==> config.mk <==
export PLATFORM = sky130hd
export DESIGN_NAME = slfc_classifier
export DESIGN_NICKNAME = d
export VERILOG_FILES = /design/src/rtl/slfc_pkg.sv /design/src/rtl/slfc_tbl_if.sv /design/src/rtl/slfc_classifier.sv /design/src/rtl/slfc_tag_table.sv
export VERILOG_INCLUDE_DIRS = /design/src /design/src/rtl
export SDC_FILE = /design/constraint.sdc
export NUM_CORES = 1
export LEC_CHECK = 0
export ABC_CLOCK_PERIOD_IN_PS = 5100
export BUFFER_PORTS_ARGS = -buffer_cell sky130_fd_sc_hd__buf_2
export CAP_MARGIN = 0
export CORE_AREA = 2 2 201 203
export CTS_BUF_LIST = sky130_fd_sc_hd__clkbuf_2
export DETAILED_ROUTE_END_ITERATION = 16
export DIE_AREA = 0 0 203 205
export PLACE_DENSITY = 0.68
export SETUP_SLACK_MARGIN = 0.4
export SKIP_LAST_GASP = 1
export SLEW_MARGIN = 20
export SYNTH_ARGS = -nofsm -noshare
export SYNTH_HDL_FRONTEND = slang
export SYNTH_SLANG_ARGS = --single-unit
export TNS_END_PERCENT = 50
==> constraint.sdc <==
create_clock -name core_clk_i -period 5.1 [get_ports core_clk_i]
set_input_delay 1.02 -clock core_clk_i [delete_from_list [all_inputs] [get_ports core_clk_i]]
set_output_delay 1.02 -clock core_clk_i [all_outputs]
set_load 0.05 [all_outputs]
==> src/rtl/slfc_cfg.svh <==
// Register offsets, field positions and protocol constants of the frame classifier
`ifndef SLFC_CFG_SVH
`define SLFC_CFG_SVH
`define SLFC_REG_CTRL     8'h00
`define SLFC_REG_RSVD     8'h04
`define SLFC_REG_STATUS   8'h08
`define SLFC_REG_TAG      8'h0C
`define SLFC_REG_TBL      8'h10
`define SLFC_REG_PORT     8'h14
`define SLFC_CTRL_EN      0
`define SLFC_CTRL_HOLD    1
`define SLFC_CTRL_RST     8'h01
`define SLFC_MSG_CODE     8'h83
`define SLFC_CTRL_CHAN    8'h00
`define SLFC_FT_APP       2'h1
`define SLFC_MIN_CHARS    6'h06
`define SLFC_MAX_MSG      6'h20
`define SLFC_IDX_CODE     6'h00
`define SLFC_IDX_FUNC     6'h01
`define SLFC_IDX_TAGH     6'h02
`define SLFC_IDX_TAGL     6'h03
`define SLFC_IDX_SAT      6'h3F
`define SLFC_FN_RESP      8'h03
`define SLFC_FN_STAT      8'h11
`endif

==> src/rtl/slfc_pkg.sv <==
// Types shared by the frame classifier and its outstanding-task table
package slfc_pkg;
    typedef enum logic [1:0] {
        SLFC_ST_IDLE,
        SLFC_ST_MSG,
        SLFC_ST_DAT
    } slfc_state_type;

    typedef enum logic [2:0] {
        SLFC_OP_NONE,
        SLFC_OP_ALLOC,
        SLFC_OP_FREE,
        SLFC_OP_REROUTE
    } slfc_op_type;

    typedef struct packed {
        logic        vld;
        logic        conf;
        logic [7:0]  path;
        logic [15:0] tag;
    } slfc_entry_type;
endpackage : slfc_pkg

==> src/rtl/slfc_tbl_if.sv <==
// Command and completion channel between classifier and task table
`timescale 1ns/1ps
interface slfc_tbl_if;
    import slfc_pkg::*;
    logic        cmd_v;
    slfc_op_type op;
    logic [15:0] tag;
    logic [7:0]  path;
    logic        conf;
    logic        hold;
    logic        cpl_v;
    logic [15:0] cpl_tag;
    logic        ok;
    logic        dup;
    logic [7:0]  count;
    logic        full;
    modport ctl (output cmd_v, op, tag, path, conf, hold, cpl_v, cpl_tag,
                 input ok, dup, count, full);
    modport tbl (input cmd_v, op, tag, path, conf, hold, cpl_v, cpl_tag,
                 output ok, dup, count, full);
endinterface : slfc_tbl_if

==> src/rtl/slfc_classifier.sv <==
// Frame classifier top: control message and data frame sorting with checks
`timescale 1ns/1ps
`include "slfc_cfg.svh"
module slfc_classifier
    import slfc_pkg::*;
#(
    parameter int NUM_PORTS = 126,   // Physical ports, 1 to 126
    parameter int TBL_DEPTH = 8      // Outstanding table entries
) (
    input  wire logic        core_clk_i,   // Core clock
    input  wire logic        resetn_i,     // Synchronous reset, active low
    input  wire logic        wb_cyc_i,     // Wishbone cycle
    input  wire logic        wb_stb_i,     // Wishbone strobe
    input  wire logic        wb_we_i,      // Wishbone write
    input  wire logic [7:0]  wb_adr_i,     // Wishbone byte address
    input  wire logic [3:0]  wb_sel_i,     // Wishbone byte enables
    input  wire logic [31:0] wb_dat_i,     // Wishbone write data
    output logic      [31:0] wb_dat_o,     // Wishbone read data
    output logic             wb_ack_o,     // Wishbone acknowledge
    input  wire logic        rx_valid_i,   // Received byte valid
    input  wire logic [7:0]  rx_data_i,    // Received data byte
    input  wire logic        rx_sof_i,     // First byte of frame
    input  wire logic        rx_eof_i,     // Last byte of frame
    input  wire logic [7:0]  rx_chan_i,    // Channel component, valid at first byte
    input  wire logic [1:0]  rx_ftype_i,   // Frame type, valid at first byte
    input  wire logic        rx_cut_i,     // Frame is cut-through routed
    output logic             msg_valid_o,  // Message byte valid
    output logic      [7:0]  msg_data_o,   // Message byte
    output logic             msg_last_o,   // Message last byte
    output logic             msg_err_o,    // Message terminated, with last
    output logic      [1:0]  msg_ftype_o,  // Frame type of message
    output logic             dat_valid_o,  // Data frame byte valid
    output logic      [7:0]  dat_data_o,   // Data frame byte
    output logic             dat_last_o,   // Data frame last byte
    output logic             dat_err_o,    // Data frame too short, with last
    output logic      [7:0]  dat_chan_o,   // Data frame channel
    input  wire logic        tx_valid_i,   // Transmit byte valid
    input  wire logic [7:0]  tx_data_i,    // Transmit byte
    input  wire logic        tx_rsvd_i,    // Transmit byte is reserved
    output logic             tx_valid_o,   // Transmit byte valid out
    output logic      [7:0]  tx_data_o,    // Transmit byte out
    output logic      [6:0]  tx_port_o     // Selected physical port
);
    typedef struct packed {
        slfc_state_type st;
        logic [5:0]     idx;
        logic           err;
        logic           cut;
        logic [7:0]     func;
        logic [15:0]    tag;
        logic           msg_valid;
        logic [7:0]     msg_data;
        logic           msg_last;
        logic           msg_err;
        logic [1:0]     msg_ftype;
        logic           dat_valid;
        logic [7:0]     dat_data;
        logic           dat_last;
        logic           dat_err;
        logic [7:0]     dat_chan;
        logic           tx_valid;
        logic [7:0]     tx_data;
        logic [6:0]     port;
        logic [7:0]     ctrl;
        logic [31:0]    rsvd;
        logic [15:0]    last_tag;
        logic [7:0]     n_msg;
        logic [7:0]     n_drop;
        logic           cpl_v;
        logic [15:0]    cpl_tag;
        logic           cmd_v;
        logic [31:0]    cmd;
        logic           ack;
        logic [31:0]    rdat;
    } slfc_top_state_type;

    slfc_top_state_type q;
    slfc_top_state_type d;
    logic [5:0]         nidx;
    logic               bad;
    logic               fin;
    logic               fn_ok;
    logic [31:0]        wmask;
    logic               wb_req;

    slfc_tbl_if tbl_ch ();

    // ==========================================================
    // Task table
    slfc_tag_table #(
        .DEPTH      (TBL_DEPTH)
    ) u_table (
        .core_clk_i (core_clk_i),
        .resetn_i   (resetn_i),
        .tb         (tbl_ch.tbl)
    );

    // Table command fields from the last command word
    assign tbl_ch.cmd_v   = q.cmd_v;
    assign tbl_ch.op      = slfc_op_type'(q.cmd[27:25]);
    assign tbl_ch.tag     = q.cmd[15:0];
    assign tbl_ch.path    = q.cmd[23:16];
    assign tbl_ch.conf    = q.cmd[24];
    assign tbl_ch.hold    = q.ctrl[`SLFC_CTRL_HOLD];
    assign tbl_ch.cpl_v   = q.cpl_v;
    assign tbl_ch.cpl_tag = q.cpl_tag;

    // Function code check: only codes of the message set are legal
    always_comb begin
        case (rx_data_i)
            8'h03, 8'h10, 8'h11, 8'h12, 8'h20, 8'h21,
            8'h30, 8'h31, 8'h32, 8'h33, 8'h34, 8'h35: fn_ok = 1'b1;
            default:                                  fn_ok = 1'b0;
        endcase
    end

    // Byte-lane write mask from wishbone selects
    always_comb begin
        for (int b = 0; b < 4; b++) begin
            wmask[b*8 +: 8] = {8{wb_sel_i[b]}};
        end
    end

    assign wb_req = wb_cyc_i && wb_stb_i && !q.ack;

    // ==========================================================
    // Next-state logic
    always_comb begin
        d           = q;
        nidx        = q.idx;
        bad         = 1'b0;
        fin         = 1'b0;
        d.msg_valid = 1'b0;
        d.msg_last  = 1'b0;
        d.msg_err   = 1'b0;
        d.dat_valid = 1'b0;
        d.dat_last  = 1'b0;
        d.dat_err   = 1'b0;
        d.cpl_v     = 1'b0;
        d.cmd_v     = 1'b0;
        d.ack       = 1'b0;

        // Receive sorting, byte stream is msb-first within bytes
        if (rx_valid_i) begin
            if (rx_sof_i) begin
                nidx  = `SLFC_IDX_CODE;
                d.err = 1'b0;
                d.cut = rx_cut_i;
                if (!q.ctrl[`SLFC_CTRL_EN]) begin
                    d.st = SLFC_ST_IDLE;
                end else if (rx_chan_i == `SLFC_CTRL_CHAN) begin
                    d.st        = SLFC_ST_MSG;
                    d.msg_ftype = rx_ftype_i;
                    // Non-application frame type is a message fault unless cut-through
                    d.err = (rx_ftype_i != `SLFC_FT_APP) && !rx_cut_i;
                end else begin
                    d.st       = SLFC_ST_DAT;
                    d.dat_chan = rx_chan_i;
                end
            end else if (q.idx != `SLFC_IDX_SAT) begin
                nidx = q.idx + 6'h01;
            end
            d.idx = nidx;
            fin   = rx_eof_i;

            case (rx_sof_i ? d.st : q.st)
                SLFC_ST_MSG: begin
                    d.msg_valid = 1'b1;
                    d.msg_data  = rx_data_i;
                    d.msg_last  = rx_eof_i;
                    if (!d.cut) begin
                        // Leading code byte then a known function code
                        if (nidx == `SLFC_IDX_CODE && rx_data_i != `SLFC_MSG_CODE)
                            bad = 1'b1;
                        if (nidx == `SLFC_IDX_FUNC && !fn_ok)
                            bad = 1'b1;
                        // Reserved bytes marked by software must be zero
                        if (nidx < `SLFC_MAX_MSG && q.rsvd[nidx[4:0]] &&
                            rx_data_i != 8'h00)
                            bad = 1'b1;
                        // Oversize message cannot be a single message
                        if (nidx >= `SLFC_MAX_MSG)
                            bad = 1'b1;
                    end
                    if (nidx == `SLFC_IDX_FUNC)
                        d.func = rx_data_i;
                    // Tag assembled most significant byte first
                    if (nidx == `SLFC_IDX_TAGH)
                        d.tag[15:8] = rx_data_i;
                    if (nidx == `SLFC_IDX_TAGL)
                        d.tag[7:0] = rx_data_i;
                    d.err = d.err || bad;
                    if (fin) begin
                        // Runts are never valid frames
                        d.msg_err = d.err || (nidx < `SLFC_MIN_CHARS - 6'h01);
                        d.st      = SLFC_ST_IDLE;
                        if (d.msg_err) begin
                            d.n_drop = q.n_drop + 8'h01;
                        end else begin
                            d.n_msg    = q.n_msg + 8'h01;
                            d.last_tag = d.tag;
                            // Status or response retires its task unless cut-through
                            if (d.func == `SLFC_FN_STAT || d.func == `SLFC_FN_RESP) begin
                                d.cpl_v   = !d.cut;
                                d.cpl_tag = d.tag;
                            end
                        end
                    end
                end
                SLFC_ST_DAT: begin
                    d.dat_valid = 1'b1;
                    d.dat_data  = rx_data_i;
                    d.dat_last  = rx_eof_i;
                    if (fin) begin
                        d.dat_err = (nidx < `SLFC_MIN_CHARS - 6'h01);
                        d.st      = SLFC_ST_IDLE;
                    end
                end
                default: d.st = SLFC_ST_IDLE;
            endcase
        end

        // Transmit path, reserved bytes forced to zero, no end-to-end ack
        d.tx_valid = tx_valid_i;
        d.tx_data  = tx_rsvd_i ? 8'h00 : tx_data_i;

        // Wishbone slave, one-cycle answer
        if (wb_req) begin
            d.ack  = 1'b1;
            d.rdat = 32'h0000_0000;
            if (wb_adr_i == `SLFC_REG_CTRL) begin
                d.rdat = {24'h00_0000, q.ctrl};
                if (wb_we_i)
                    d.ctrl = (q.ctrl & ~wmask[7:0]) | (wb_dat_i[7:0] & wmask[7:0]);
            end else if (wb_adr_i == `SLFC_REG_RSVD) begin
                d.rdat = q.rsvd;
                if (wb_we_i)
                    d.rsvd = (q.rsvd & ~wmask) | (wb_dat_i & wmask);
            end else if (wb_adr_i == `SLFC_REG_STATUS) begin
                d.rdat = {tbl_ch.count, 4'h0, tbl_ch.dup, tbl_ch.ok,
                          tbl_ch.full, q.ctrl[`SLFC_CTRL_HOLD],
                          q.n_drop, q.n_msg};
            end else if (wb_adr_i == `SLFC_REG_TAG) begin
                d.rdat = {16'h0000, q.last_tag};
            end else if (wb_adr_i == `SLFC_REG_TBL) begin
                d.rdat = q.cmd;
                if (wb_we_i) begin
                    d.cmd   = (q.cmd & ~wmask) | (wb_dat_i & wmask);
                    d.cmd_v = 1'b1;
                end
            end else if (wb_adr_i == `SLFC_REG_PORT) begin
                d.rdat = {25'h000_0000, q.port};
                if (wb_we_i && wb_sel_i[0]) begin
                    // Port index clamps to the node's last port, NUM_PORTS - 1
                    if (wb_dat_i[6:0] > 7'(NUM_PORTS - 1))
                        d.port = 7'(NUM_PORTS - 1);
                    else
                        d.port = wb_dat_i[6:0];
                end
            end
        end

        if (!resetn_i) begin
            d      = '0;
            d.st   = SLFC_ST_IDLE;
            d.ctrl = `SLFC_CTRL_RST;
        end
    end

    // ==========================================================
    // State register
    always_ff @(posedge core_clk_i) begin
        q <= d;
    end

    // Outputs come straight from the state register
    assign wb_dat_o    = q.rdat;
    assign wb_ack_o    = q.ack;
    assign msg_valid_o = q.msg_valid;
    assign msg_data_o  = q.msg_data;
    assign msg_last_o  = q.msg_last;
    assign msg_err_o   = q.msg_err;
    assign msg_ftype_o = q.msg_ftype;
    assign dat_valid_o = q.dat_valid;
    assign dat_data_o  = q.dat_data;
    assign dat_last_o  = q.dat_last;
    assign dat_err_o   = q.dat_err;
    assign dat_chan_o  = q.dat_chan;
    assign tx_valid_o  = q.tx_valid;
    assign tx_data_o   = q.tx_data;
    assign tx_port_o   = q.port;
endmodule : slfc_classifier

==> src/rtl/slfc_tag_table.sv <==
// Outstanding command and task table with unique tags and path rerouting
`timescale 1ns/1ps
module slfc_tag_table
    import slfc_pkg::*;
#(
    parameter int DEPTH = 8
) (
    input  wire logic core_clk_i,   // Core clock
    input  wire logic resetn_i,     // Synchronous reset, active low
    slfc_tbl_if.tbl   tb            // Table channel
);
    typedef struct packed {
        slfc_entry_type [DEPTH-1:0] ent;
        logic                       ok;
        logic                       dup;
    } slfc_tbl_state_type;

    slfc_tbl_state_type q;
    slfc_tbl_state_type d;
    logic [7:0]         cnt;
    logic               hit;
    logic               placed;

    // ==========================================================
    // Table update
    always_comb begin
        d      = q;
        cnt    = 8'h00;
        hit    = 1'b0;
        placed = 1'b0;
        for (int i = 0; i < DEPTH; i++) begin
            cnt = cnt + 8'(q.ent[i].vld);
            if (q.ent[i].vld && q.ent[i].tag == tb.tag) hit = 1'b1;
        end
        if (tb.cmd_v) begin
            d.ok  = 1'b0;
            d.dup = 1'b0;
            case (tb.op)
                SLFC_OP_ALLOC: begin
                    d.dup = hit;
                    if (!hit && !tb.hold) begin
                        for (int i = 0; i < DEPTH; i++) begin
                            if (!q.ent[i].vld && !placed) begin
                                d.ent[i] = {1'b1, tb.conf, tb.path, tb.tag};
                                placed   = 1'b1;
                            end
                        end
                    end
                    d.ok = placed;
                end
                SLFC_OP_FREE: begin
                    for (int i = 0; i < DEPTH; i++) begin
                        if (q.ent[i].vld && q.ent[i].tag == tb.tag) d.ent[i].vld = 1'b0;
                    end
                    d.ok = hit;
                end
                SLFC_OP_REROUTE: begin
                    // Failed path in tag low byte, alternate path in path field
                    for (int i = 0; i < DEPTH; i++) begin
                        if (q.ent[i].vld && q.ent[i].conf && q.ent[i].path == tb.tag[7:0])
                            d.ent[i].path = tb.path;
                    end
                    d.ok = 1'b1;
                end
                default: d.ok = 1'b0;
            endcase
        end
        // Completion message retires its task
        if (tb.cpl_v) begin
            for (int i = 0; i < DEPTH; i++) begin
                if (q.ent[i].vld && q.ent[i].tag == tb.cpl_tag) d.ent[i].vld = 1'b0;
            end
        end
        if (!resetn_i) d = '0;
    end

    // State register
    always_ff @(posedge core_clk_i) begin
        q <= d;
    end

    assign tb.ok    = q.ok;
    assign tb.dup   = q.dup;
    assign tb.count = cnt;
    assign tb.full  = (cnt == 8'(DEPTH));
endmodule : slfc_tag_table

==> metrics.txt, run 1 <==
status=finished, final reports clean; via count=16300; Finished Cell Area=0.0209 mm^2; Worst Setup Start Kind=register; Final Slew Violations=0; Vias/cell=5.65; clock network power share=38.8%; first-pass GRT wire length=87900 um; cts bufs inserted=99; EDFF count, synth=0; highest net fanout along the worst path=16; ys flop type=dfxtp_1; Int Pwr=3840 uW; P_sw=1600 uW; Hold Crit Class=input pin to register; Final HPWL DP=38300 um; setup bufs post-CTS=0; register area share after synthesis=38.6%; Async SR Flop Fraction=0%; initial core utilization=49.4%; hold path start=wb_dat_i[18]; fin nets=2381; maximum vdd drop=0.000177 V; H-Tree Level Count=3; clk buf depth=3; placed instance area=0.0200 mm^2; flop2flop setup slack=1.10 ns; Final Critical Period=4.00 ns; GPL Wtd Cong=0.907; fin crit share=78.4%; DR WL met2=26500 um; fmax=0.250 GHz; num ports=162; Final ANT Viol Nets=0; layout overhead on the synthesized area=7.29%; gr usage total=26.9%; LEAKAGE=0.00838 uW; Comb pwr share=6.7%; Fin. Hold Viols=0; clock skew=0.132 ns; GRT overflow=0; crit path capture type=register; share of the synthesized area in the top cell type=38.6%; Worst EP arrival=4.91 ns; pwr dens=261 mW/mm^2; CP Data Required Time=6.01 ns; Worst-Skew Late Latency=1.09 ns; max_cap viols=0; largest net degree at the start of global routing=118; post-CTS sizing=0; CTS clock-pin slew for the worst setup and hold paths=0.11 ns; port bufs=161; drt total wl=56900 um; initial DRC count=1387; Flop pwr share=54.5%; worst slew pin tran=1.08 ns; Die X=203 um; filler instances=3675; drt drc=0; RSZ-0062 raised after global routing=no; final setup fails=0; Post-Syn Area per Cell=8.77 um^2; switching part of the total=29.4%; Tot Pwr=5450 uW; Critical Path Max Stage Delay=1.05 ns; met1 WL=23900 um; vias in the first global route=15700; area leader, netlist=dfxtp_1; Post-Syn Area=0.0195 mm^2; met3 wire length=4110 um; Max transition margin=27.6%; CTS tree=built; Mapped Cells=2218; Crit Path Class=register to register; Hold-fix buffers, CTS=0; initial antenna violation count=1; Total Neg Setup Slack=0 ns; Die Height=205 um; Slowest cell on crit path=dfxtp_1; CP Cell Sequence=xnor2_1 -> nand4_1 -> nor4_1 -> a22oi_1 -> nand4_1 -> nor2_1 -> nand2_1 -> mux2i_1 -> nor2_1; syn nets=2314; worst hold slack=0.184 ns; Syn. warnings=0; total core area=0.0394 mm^2; area of the die=0.0416 mm^2; Unique masters post-synth=81; Root Driver=clkbuf_2; First-pass DRT Iterations=5; Cell Rows=73; #FFs+latches synth=375; Sink Count=375; top layer reached by signal wires=met4; WL/cell=19.7 um; top area cells in the synthesized netlist=dfxtp_1 (39%), mux2i_1 (11%), xnor2_1 (8.2%), nor2_1 (5.2%), nand2_1 (3.7%); share of layout cells above drive strength 1=17.9%
-- Yosys cell counts (4+ instances only) --
master      n
a211oi_1   30
a21o_1      4
a21oi_1   115
a221oi_1   12
a22oi_1    32
a311oi_1    4
a31oi_1     4
and2_1     18
and3_1     12
buf_1      24
buf_2      17
buf_4      95
buf_6       5
clkbuf_1  100
dfxtp_1   375
fa_1        4
ha_1       11
inv_1      26
mux2_2     30
mux2i_1   216
nand2_1   193
nand2b_1    7
nand3_1    38
nand4_1    56
nand4b_1    4
nor2_1    271
nor2_2      5
nor2b_1    10
nor3_1     56
nor3b_1     4
nor4_1     36
o211ai_1   12
o21ai_0    44
o21ai_1     4
o221a_2     4
o22ai_1     5
or3_1      10
xnor2_1   183
xor2_1     79
-- worst max-delay path, delay by kind of cell (launching register included) --
family	cells	cell delay, ns
AO/OA/AOI/OAI	1	0.21
XOR/XNOR	1	0.21
flip-flops	1	1.05
multiplexers	1	0.28
AND/OR/NAND/NOR	6	2.06
-- cells in the final DEF (no fill, tap or decap), types with 7 or more instances in the layout --
cell      count
a211oi_1     30
a21oi_1     115
a221oi_1     12
a22oi_1      32
and2_1       18
and3_1       12
buf_2       161
buf_4        45
clkbuf_2    138
clkinv_1     28
dfxtp_1     375
ha_1         11
inv_1        25
mux2_2       30
mux2i_1     216
nand2_1     193
nand2b_1      7
nand3_1      38
nand4_1      56
nor2_1      270
nor2b_1      10
nor3_1       55
nor4_1       36
o211ai_1     12
o21ai_0      44
or3_1        10
xnor2_1     183
xor2_1       79
-- per-layer routing --
layer / GRT usage, % / vias up
met2: 43.7 / 605
met3: 5.44 / 142
met4: 13.3 / 0
met1: 34.2 / 7765
li1: - / 7791
met5: 0 / -
-- layout make-up --
class,count,area (um^2),area share (%)
multi-input combinational,1576,10500,50.5
sequential,375,7510,36.0
timing repair buffer,207,1160,5.57
clock buffer,138,691,3.31
tap,525,657,3.15
clock inverter,40,205,0.983
inverter,26,105,0.503
antenna,1,2.50,0.0120
-- per-stage QoR --
stage / instances / utilization, % / setup WS, ns
2_1_floorplan: 2218 / - / 1.62
3_3_place_gp: 2709 / 50.8 / 0.942
3_5_place_dp: 2709 / 50.8 / 0.742
4_1_cts: 2887 / 53.0 / 1.16
5_1_grt: 2888 / 53.0 / 0.813
6_report: 2888 / 53.0 / 1.10
-- kinds of logic after synthesis --
kind of cell               share of synthesized area [%]
and+or+nand+nor                                     17.8
DFF                                                 38.6
AOI/OAI and AO/OA                                   10.5
buffers and inverters                               7.28
xor gates and xnor gates                            11.8
muxes                                               13.0
adders and majority gates                           1.12
-- power groups by stage --
stage	Clock (uW)	Combinational, uW	Sequential [uW]
after detailed placement	0	363	3040
final	2110	366	2970
after global routing	2320	390	2970
after CTS	2170	364	2970
after floorplan	0	276	3040
after global placement	0	360	3040
-- path summary, 6_finish.rpt --
check / endpoint / cells after the start
max reg2reg: u_table.q[37]$_SDFFE_PN0P_ / 9
min: register / 3
min reg2reg: q[203]$_SDFFE_PN0P_ / 2
max: u_table.q[37]$_SDFFE_PN0P_ / 9
(Power assumes the default switching activity.)
==> run 2, diff against run 1 <==
- ABC_CLOCK_PERIOD_IN_PS: 5100 -> 4000
- clock period: 5.1 -> 4 ns (I/O delays scaled with it)
==> run 2 against run 1 <==
  * Power increased by 25%
  * Count of clock-buffer cells in the layout decreased by 11
  * Worst setup slack got worse by 0.66 ns
  * Largest cell class unchanged
  * First-iteration DRC count decreased by 7.6%
  * Critical endpoint is now q[89]$_SDFFE_PN0P_
  * Largest power group unchanged
  * Via count increased by 2.6%
  * Hold slack got worse by 0.12 ns
==> metrics.txt, run 2 (same netlist as run 1, synthesis figures left out) <==
Sink Count=375; highest net fanout along the worst path=11; CP Data Required Time=4.93 ns; Final HPWL DP=38700 um; commonest non-fill, non-tap cells in the layout=dfxtp_1 (374), nor2_1 (270), mux2i_1 (216), nand2_1 (193), xnor2_1 (183); Cell Rows=73; vias in the first global route=16200; pwr dens=320 mW/mm^2; Die Height=205 um; Critical Path Max Stage Delay=0.52 ns; most common cell after layout, fill and taps aside=dfxtp_1; initial antenna violation count=2; total core area=0.0394 mm^2; CTS clock-pin slew for the worst setup and hold paths=0.09 ns; gr usage total=27.3%; largest net degree at the start of global routing=126; Worst Setup Start Kind=register; Worst-Skew Late Latency=1.05 ns; clock skew=0.0832 ns; cts bufs inserted=95; max_cap viols=0; status=finished, final reports clean; Vias/cell=5.70; initial core utilization=49.4%; Post-Layout Cell Count=2932; WL/cell=19.5 um; CP Cell Sequence=ha_1 -> nand2_2 -> o21ai_1 -> a211oi_1 -> o41ai_1 -> o22ai_1 -> a211oi_2 -> o21ai_2 -> or4_1 -> a21oi_1; layout overhead on the synthesized area=9.66%; via count=16700; fin nets=2427; Max transition margin=37.5%; Finished Cell Area=0.0213 mm^2; Die X=203 um; placed instance area=0.0201 mm^2; filler instances=3649; worst slew pin tran=0.936 ns; num ports=162; CTS tree=built; Final Critical Period=3.56 ns; Crit Path Class=register to register; initial DRC count=1281; Fin. Hold Viols=0; crit path capture type=register; Total Neg Setup Slack=0 ns; Inst Count DP=2724; first-pass GRT wire length=89400 um; Final ANT Viol Nets=0; GPL Wtd Cong=0.925; RSZ-0062 raised after global routing=yes; drt drc=0; Root Driver=clkbuf_2; LEAKAGE=0.00857 uW; Hold Crit Class=input pin to register; share of layout cells above drive strength 1=18.0%; First-pass DRT Iterations=5; Final Slew Violations=0; Worst EP arrival=4.49 ns; Tot Pwr=6820 uW; H-Tree Level Count=3; maximum vdd drop=0.000257 V; area of the die=0.0416 mm^2; worst hold slack=0.0651 ns; clk buf depth=3; drt total wl=57200 um; port bufs=161; GRT overflow=0; fmax=0.281 GHz; Slowest cell on crit path=or4_1; fin crit share=88.9%; final setup fails=0
## run 2: changes by cell type in the layout (fill, tap and decap cells not counted), sizes merged
| cell | change |
|---|---|
| inv | +2 |
| bufinv | -1 |
| diode | +1 |
| clkbuf | -11 |
| dlygate4sd3 | +35 |
| clkinv | +3 |
| buf | +15 |
## run 2: stage by stage
step	worst slack (ns)	util, %
after floorplan	0.740	-
after detailed placement	0.262	51.1
after global routing	0.322	54.2
final	0.444	54.2
after CTS	0.417	54.1
after global placement	0.375	51.1
## run 2: repair_timing
| item | in CTS | in global routing |
|---|---|---|
| hold buffers | 35 | 0 |
| endpoints found under the hold margin | 49 | 0 |
| pin swaps | 0 | 0 |
| resized for setup | 1 | 6 |
| endpoints found under the setup margin | 2 | 49 |
| setup buffers | 0 | 0 |
## run 2: cell type report
| cell class | instances | area [um^2] | area share, % |
|---|---|---|---|
| Antenna cell | 2 | 5.00 | 0.0235 |
| Clock buffer | 127 | 636 | 2.98 |
| Clock inverter | 44 | 199 | 0.932 |
| Inverter | 26 | 105 | 0.492 |
| Multi-Input combinational cell | 1576 | 10600 | 49.6 |
| Sequential cell | 375 | 7510 | 35.2 |
| Tap cell | 525 | 657 | 3.08 |
| Timing Repair Buffer | 257 | 1660 | 7.76 |
## run 2: final timing paths
check / start / end / slack [ns] / cells after the start
min: wb_dat_i[22] / register / 0.07 / 3
max reg2reg: q[230]$_SDFFE_PN0P_ / q[89]$_SDFFE_PN0P_ / 0.44 / 10
min reg2reg: dat_data_o[7]$_SDFFE_PN0P_ / dat_data_o[7]$_SDFFE_PN0P_ / 0.46 / 2
max: q[230]$_SDFFE_PN0P_ / q[89]$_SDFFE_PN0P_ / 0.44 / 10
## run 2: layer usage
layer,up-vias,wire (um),global-route usage (%)
met1,8066,24000,34.6
li1,7854,-,-
met4,2,2390,12.8
met5,-,16,0
met3,146,3780,4.50
met2,655,27100,45.4
## run 2: critical path, delay by kind of cell (launching register included)
| kind | cells | cell delay (ns) |
|---|---|---|
| compound gates | 7 | 1.98 |
| simple gates | 2 | 0.69 |
| flops | 1 | 0.50 |
| fa+ha+maj | 1 | 0.33 |
## run 2: where the power goes
group / switching, uW / internal, uW / leakage, uW / total [uW]
registers: 17.3 / 3770 / 0.00303 / 3780
logic: 356 / 147 / 0.00492 / 503
clock network: 1640 / 894 / 0.000619 / 2540
total: 2020 / 4810 / 0.00857 / 6820
==> run 3, diff against run 2 <==
- ABC_CLOCK_PERIOD_IN_PS: 4000 -> 4500
- CELL_PAD_IN_SITES_DETAIL_PLACEMENT: default -> 0
- CELL_PAD_IN_SITES_GLOBAL_PLACEMENT: default -> 1
- PLACE_DENSITY: 0.68 -> default
- PLACE_DENSITY_LB_ADDON: default -> 0.1
- clock period: 4 -> 4.5 ns (I/O delays scaled with it)
==> run 3 against run 2 <==
  * Power fell by 7.9%
  * Highest routed layer is now met4
  * Clock power decreased by 2%
  * Flip-flop and latch count did not move
  * Largest power group unchanged
  * Global-route usage increased by 1.1 points
  * Die area did not move
==> metrics.txt, run 3 (same netlist as run 1, synthesis figures left out) <==
Total Neg Setup Slack=0 ns; worst slew pin tran=1.11 ns; Final Slew Violations=0; Fin. Hold Viols=0; crit path capture type=register; First-pass DRT Iterations=6; Final ANT Viol Nets=0; first-pass GRT wire length=91000 um; Worst EP arrival=4.68 ns; Cell Rows=73; CP Cell Sequence=ha_1 -> nand2_2 -> o21ai_1 -> and2_2 -> nand2_1 -> a221o_1 -> or3_1 -> o21ai_1 -> o311ai_0 -> o41ai_1; Tot Pwr=6290 uW; post-CTS sizing=0; GRT overflow=0; maximum vdd drop=0.000192 V; highest net fanout along the worst path=11; fin util=53.8%; fmax=0.266 GHz; Post-Layout Cell Count=2921; Hold-fix buffers, CTS=9; Crit Path Class=register to register; setup bufs post-CTS=0; Worst Setup Start Kind=register; Die Height=205 um; Final HPWL DP=40400 um; clock skew=0.0552 ns; gr usage total=28.4%; Final Critical Period=3.75 ns; Worst R2R Path Depth=10; cts bufs inserted=102; Max transition margin=25.6%; CP most frequent cell=o21ai_1; hold depth=3; Sink Count=375; drt total wl=59300 um; port bufs=161; fin nets=2411; filler instances=3838; layout overhead on the synthesized area=8.79%; final setup fails=0; vias in the first global route=15600; status=finished, final reports clean; placed instance area=0.0201 mm^2; initial antenna violation count=2; CTS tree=built; Inst Count DP=2727; via count=16200; CP Data Required Time=5.43 ns; clk buf depth=3; share of layout cells above drive strength 1=19.1%; multi-input logic area=0.0105 mm^2; Root Driver=clkbuf_2; commonest non-fill, non-tap cells in the layout=dfxtp_1 (375), nor2_1 (270), mux2i_1 (216), nand2_1 (193), xnor2_1 (183); fin crit share=83.4%; total core area=0.0394 mm^2; LEAKAGE=0.00857 uW; drt drc=0; Hold Crit Class=input pin to register; Slowest cell on crit path=o21ai_1; Critical Path Max Stage Delay=0.67 ns; Vias/cell=5.55; initial DRC count=920; H-Tree Level Count=3; CTS clock-pin slew for the worst setup and hold paths=0.10 ns; pwr dens=297 mW/mm^2; GPL Wtd Cong=0.858; Finished Cell Area=0.0212 mm^2; Worst-Skew Late Latency=1.04 ns; max_cap viols=0; WL/cell=20.3 um; FF+latch area=0.00751 mm^2; num ports=162; RSZ-0062 raised after global routing=no; initial core utilization=49.4%; Die X=203 um; most common cell after layout, fill and taps aside=dfxtp_1; area of the die=0.0416 mm^2; largest net degree at the start of global routing=86
## run 3: through the flow
stage	hold WS, ns	worst slack (ns)
global route	0.00719	0.468
CTS	0.00502	0.851
floorplan	0.433	1.14
global placement	0.439	0.591
finish	0.108	0.746
detailed placement	0.446	0.505
## run 3: worst paths after layout
path,start,to,slack [ns]
worst max-delay path,q[230]$_SDFFE_PN0P_,q[90]$_SDFFE_PN0P_,0.75
worst min-delay path,wb_dat_i[21],register,0.11
worst max register to register,q[230]$_SDFFE_PN0P_,q[90]$_SDFFE_PN0P_,0.75
worst min register to register,dat_data_o[4]$_SDFFE_PN0P_,dat_data_o[4]$_SDFFE_PN0P_,0.46
## run 3: worst max-delay path, delay by kind of cell, from the launching register on
| family | cells | cell delay [ns] |
|---|---|---|
| DFF | 1 | 0.53 |
| adders and majority gates | 1 | 0.34 |
| and+or+nand+nor | 4 | 0.94 |
| AOI/OAI and AO/OA | 5 | 1.88 |
## run 3: layer usage
metal,wire length [um],track usage [%],part of all wire [%],vias to the layer above
li1,-,-,-,7835
met1,26000,36.8,44,7726
met2,27400,45.7,46,499
met3,3330,5.03,5.6,138
met4,2620,14.2,4.4,0
met5,0,0,0,-
## run 3: power by group
| part | switching (uW) | internal, uW |
|---|---|---|
| clock | 1440 | 1050 |
| combinational | 315 | 119 |
| sequential | 16.0 | 3350 |
| total | 1780 | 4510 |
## run 3: area by class of cell
| type | instances | share of cell area [%] |
|---|---|---|
| Antenna cell | 3 | 0.0355 |
| Tap cell | 525 | 3.10 |
| Clock inverter | 22 | 0.680 |
| Clock buffer | 160 | 3.78 |
| Sequential cell | 375 | 35.5 |
| Multi-Input combinational cell | 1576 | 49.8 |
| Inverter | 26 | 0.496 |
| Timing Repair Buffer | 234 | 6.62 |
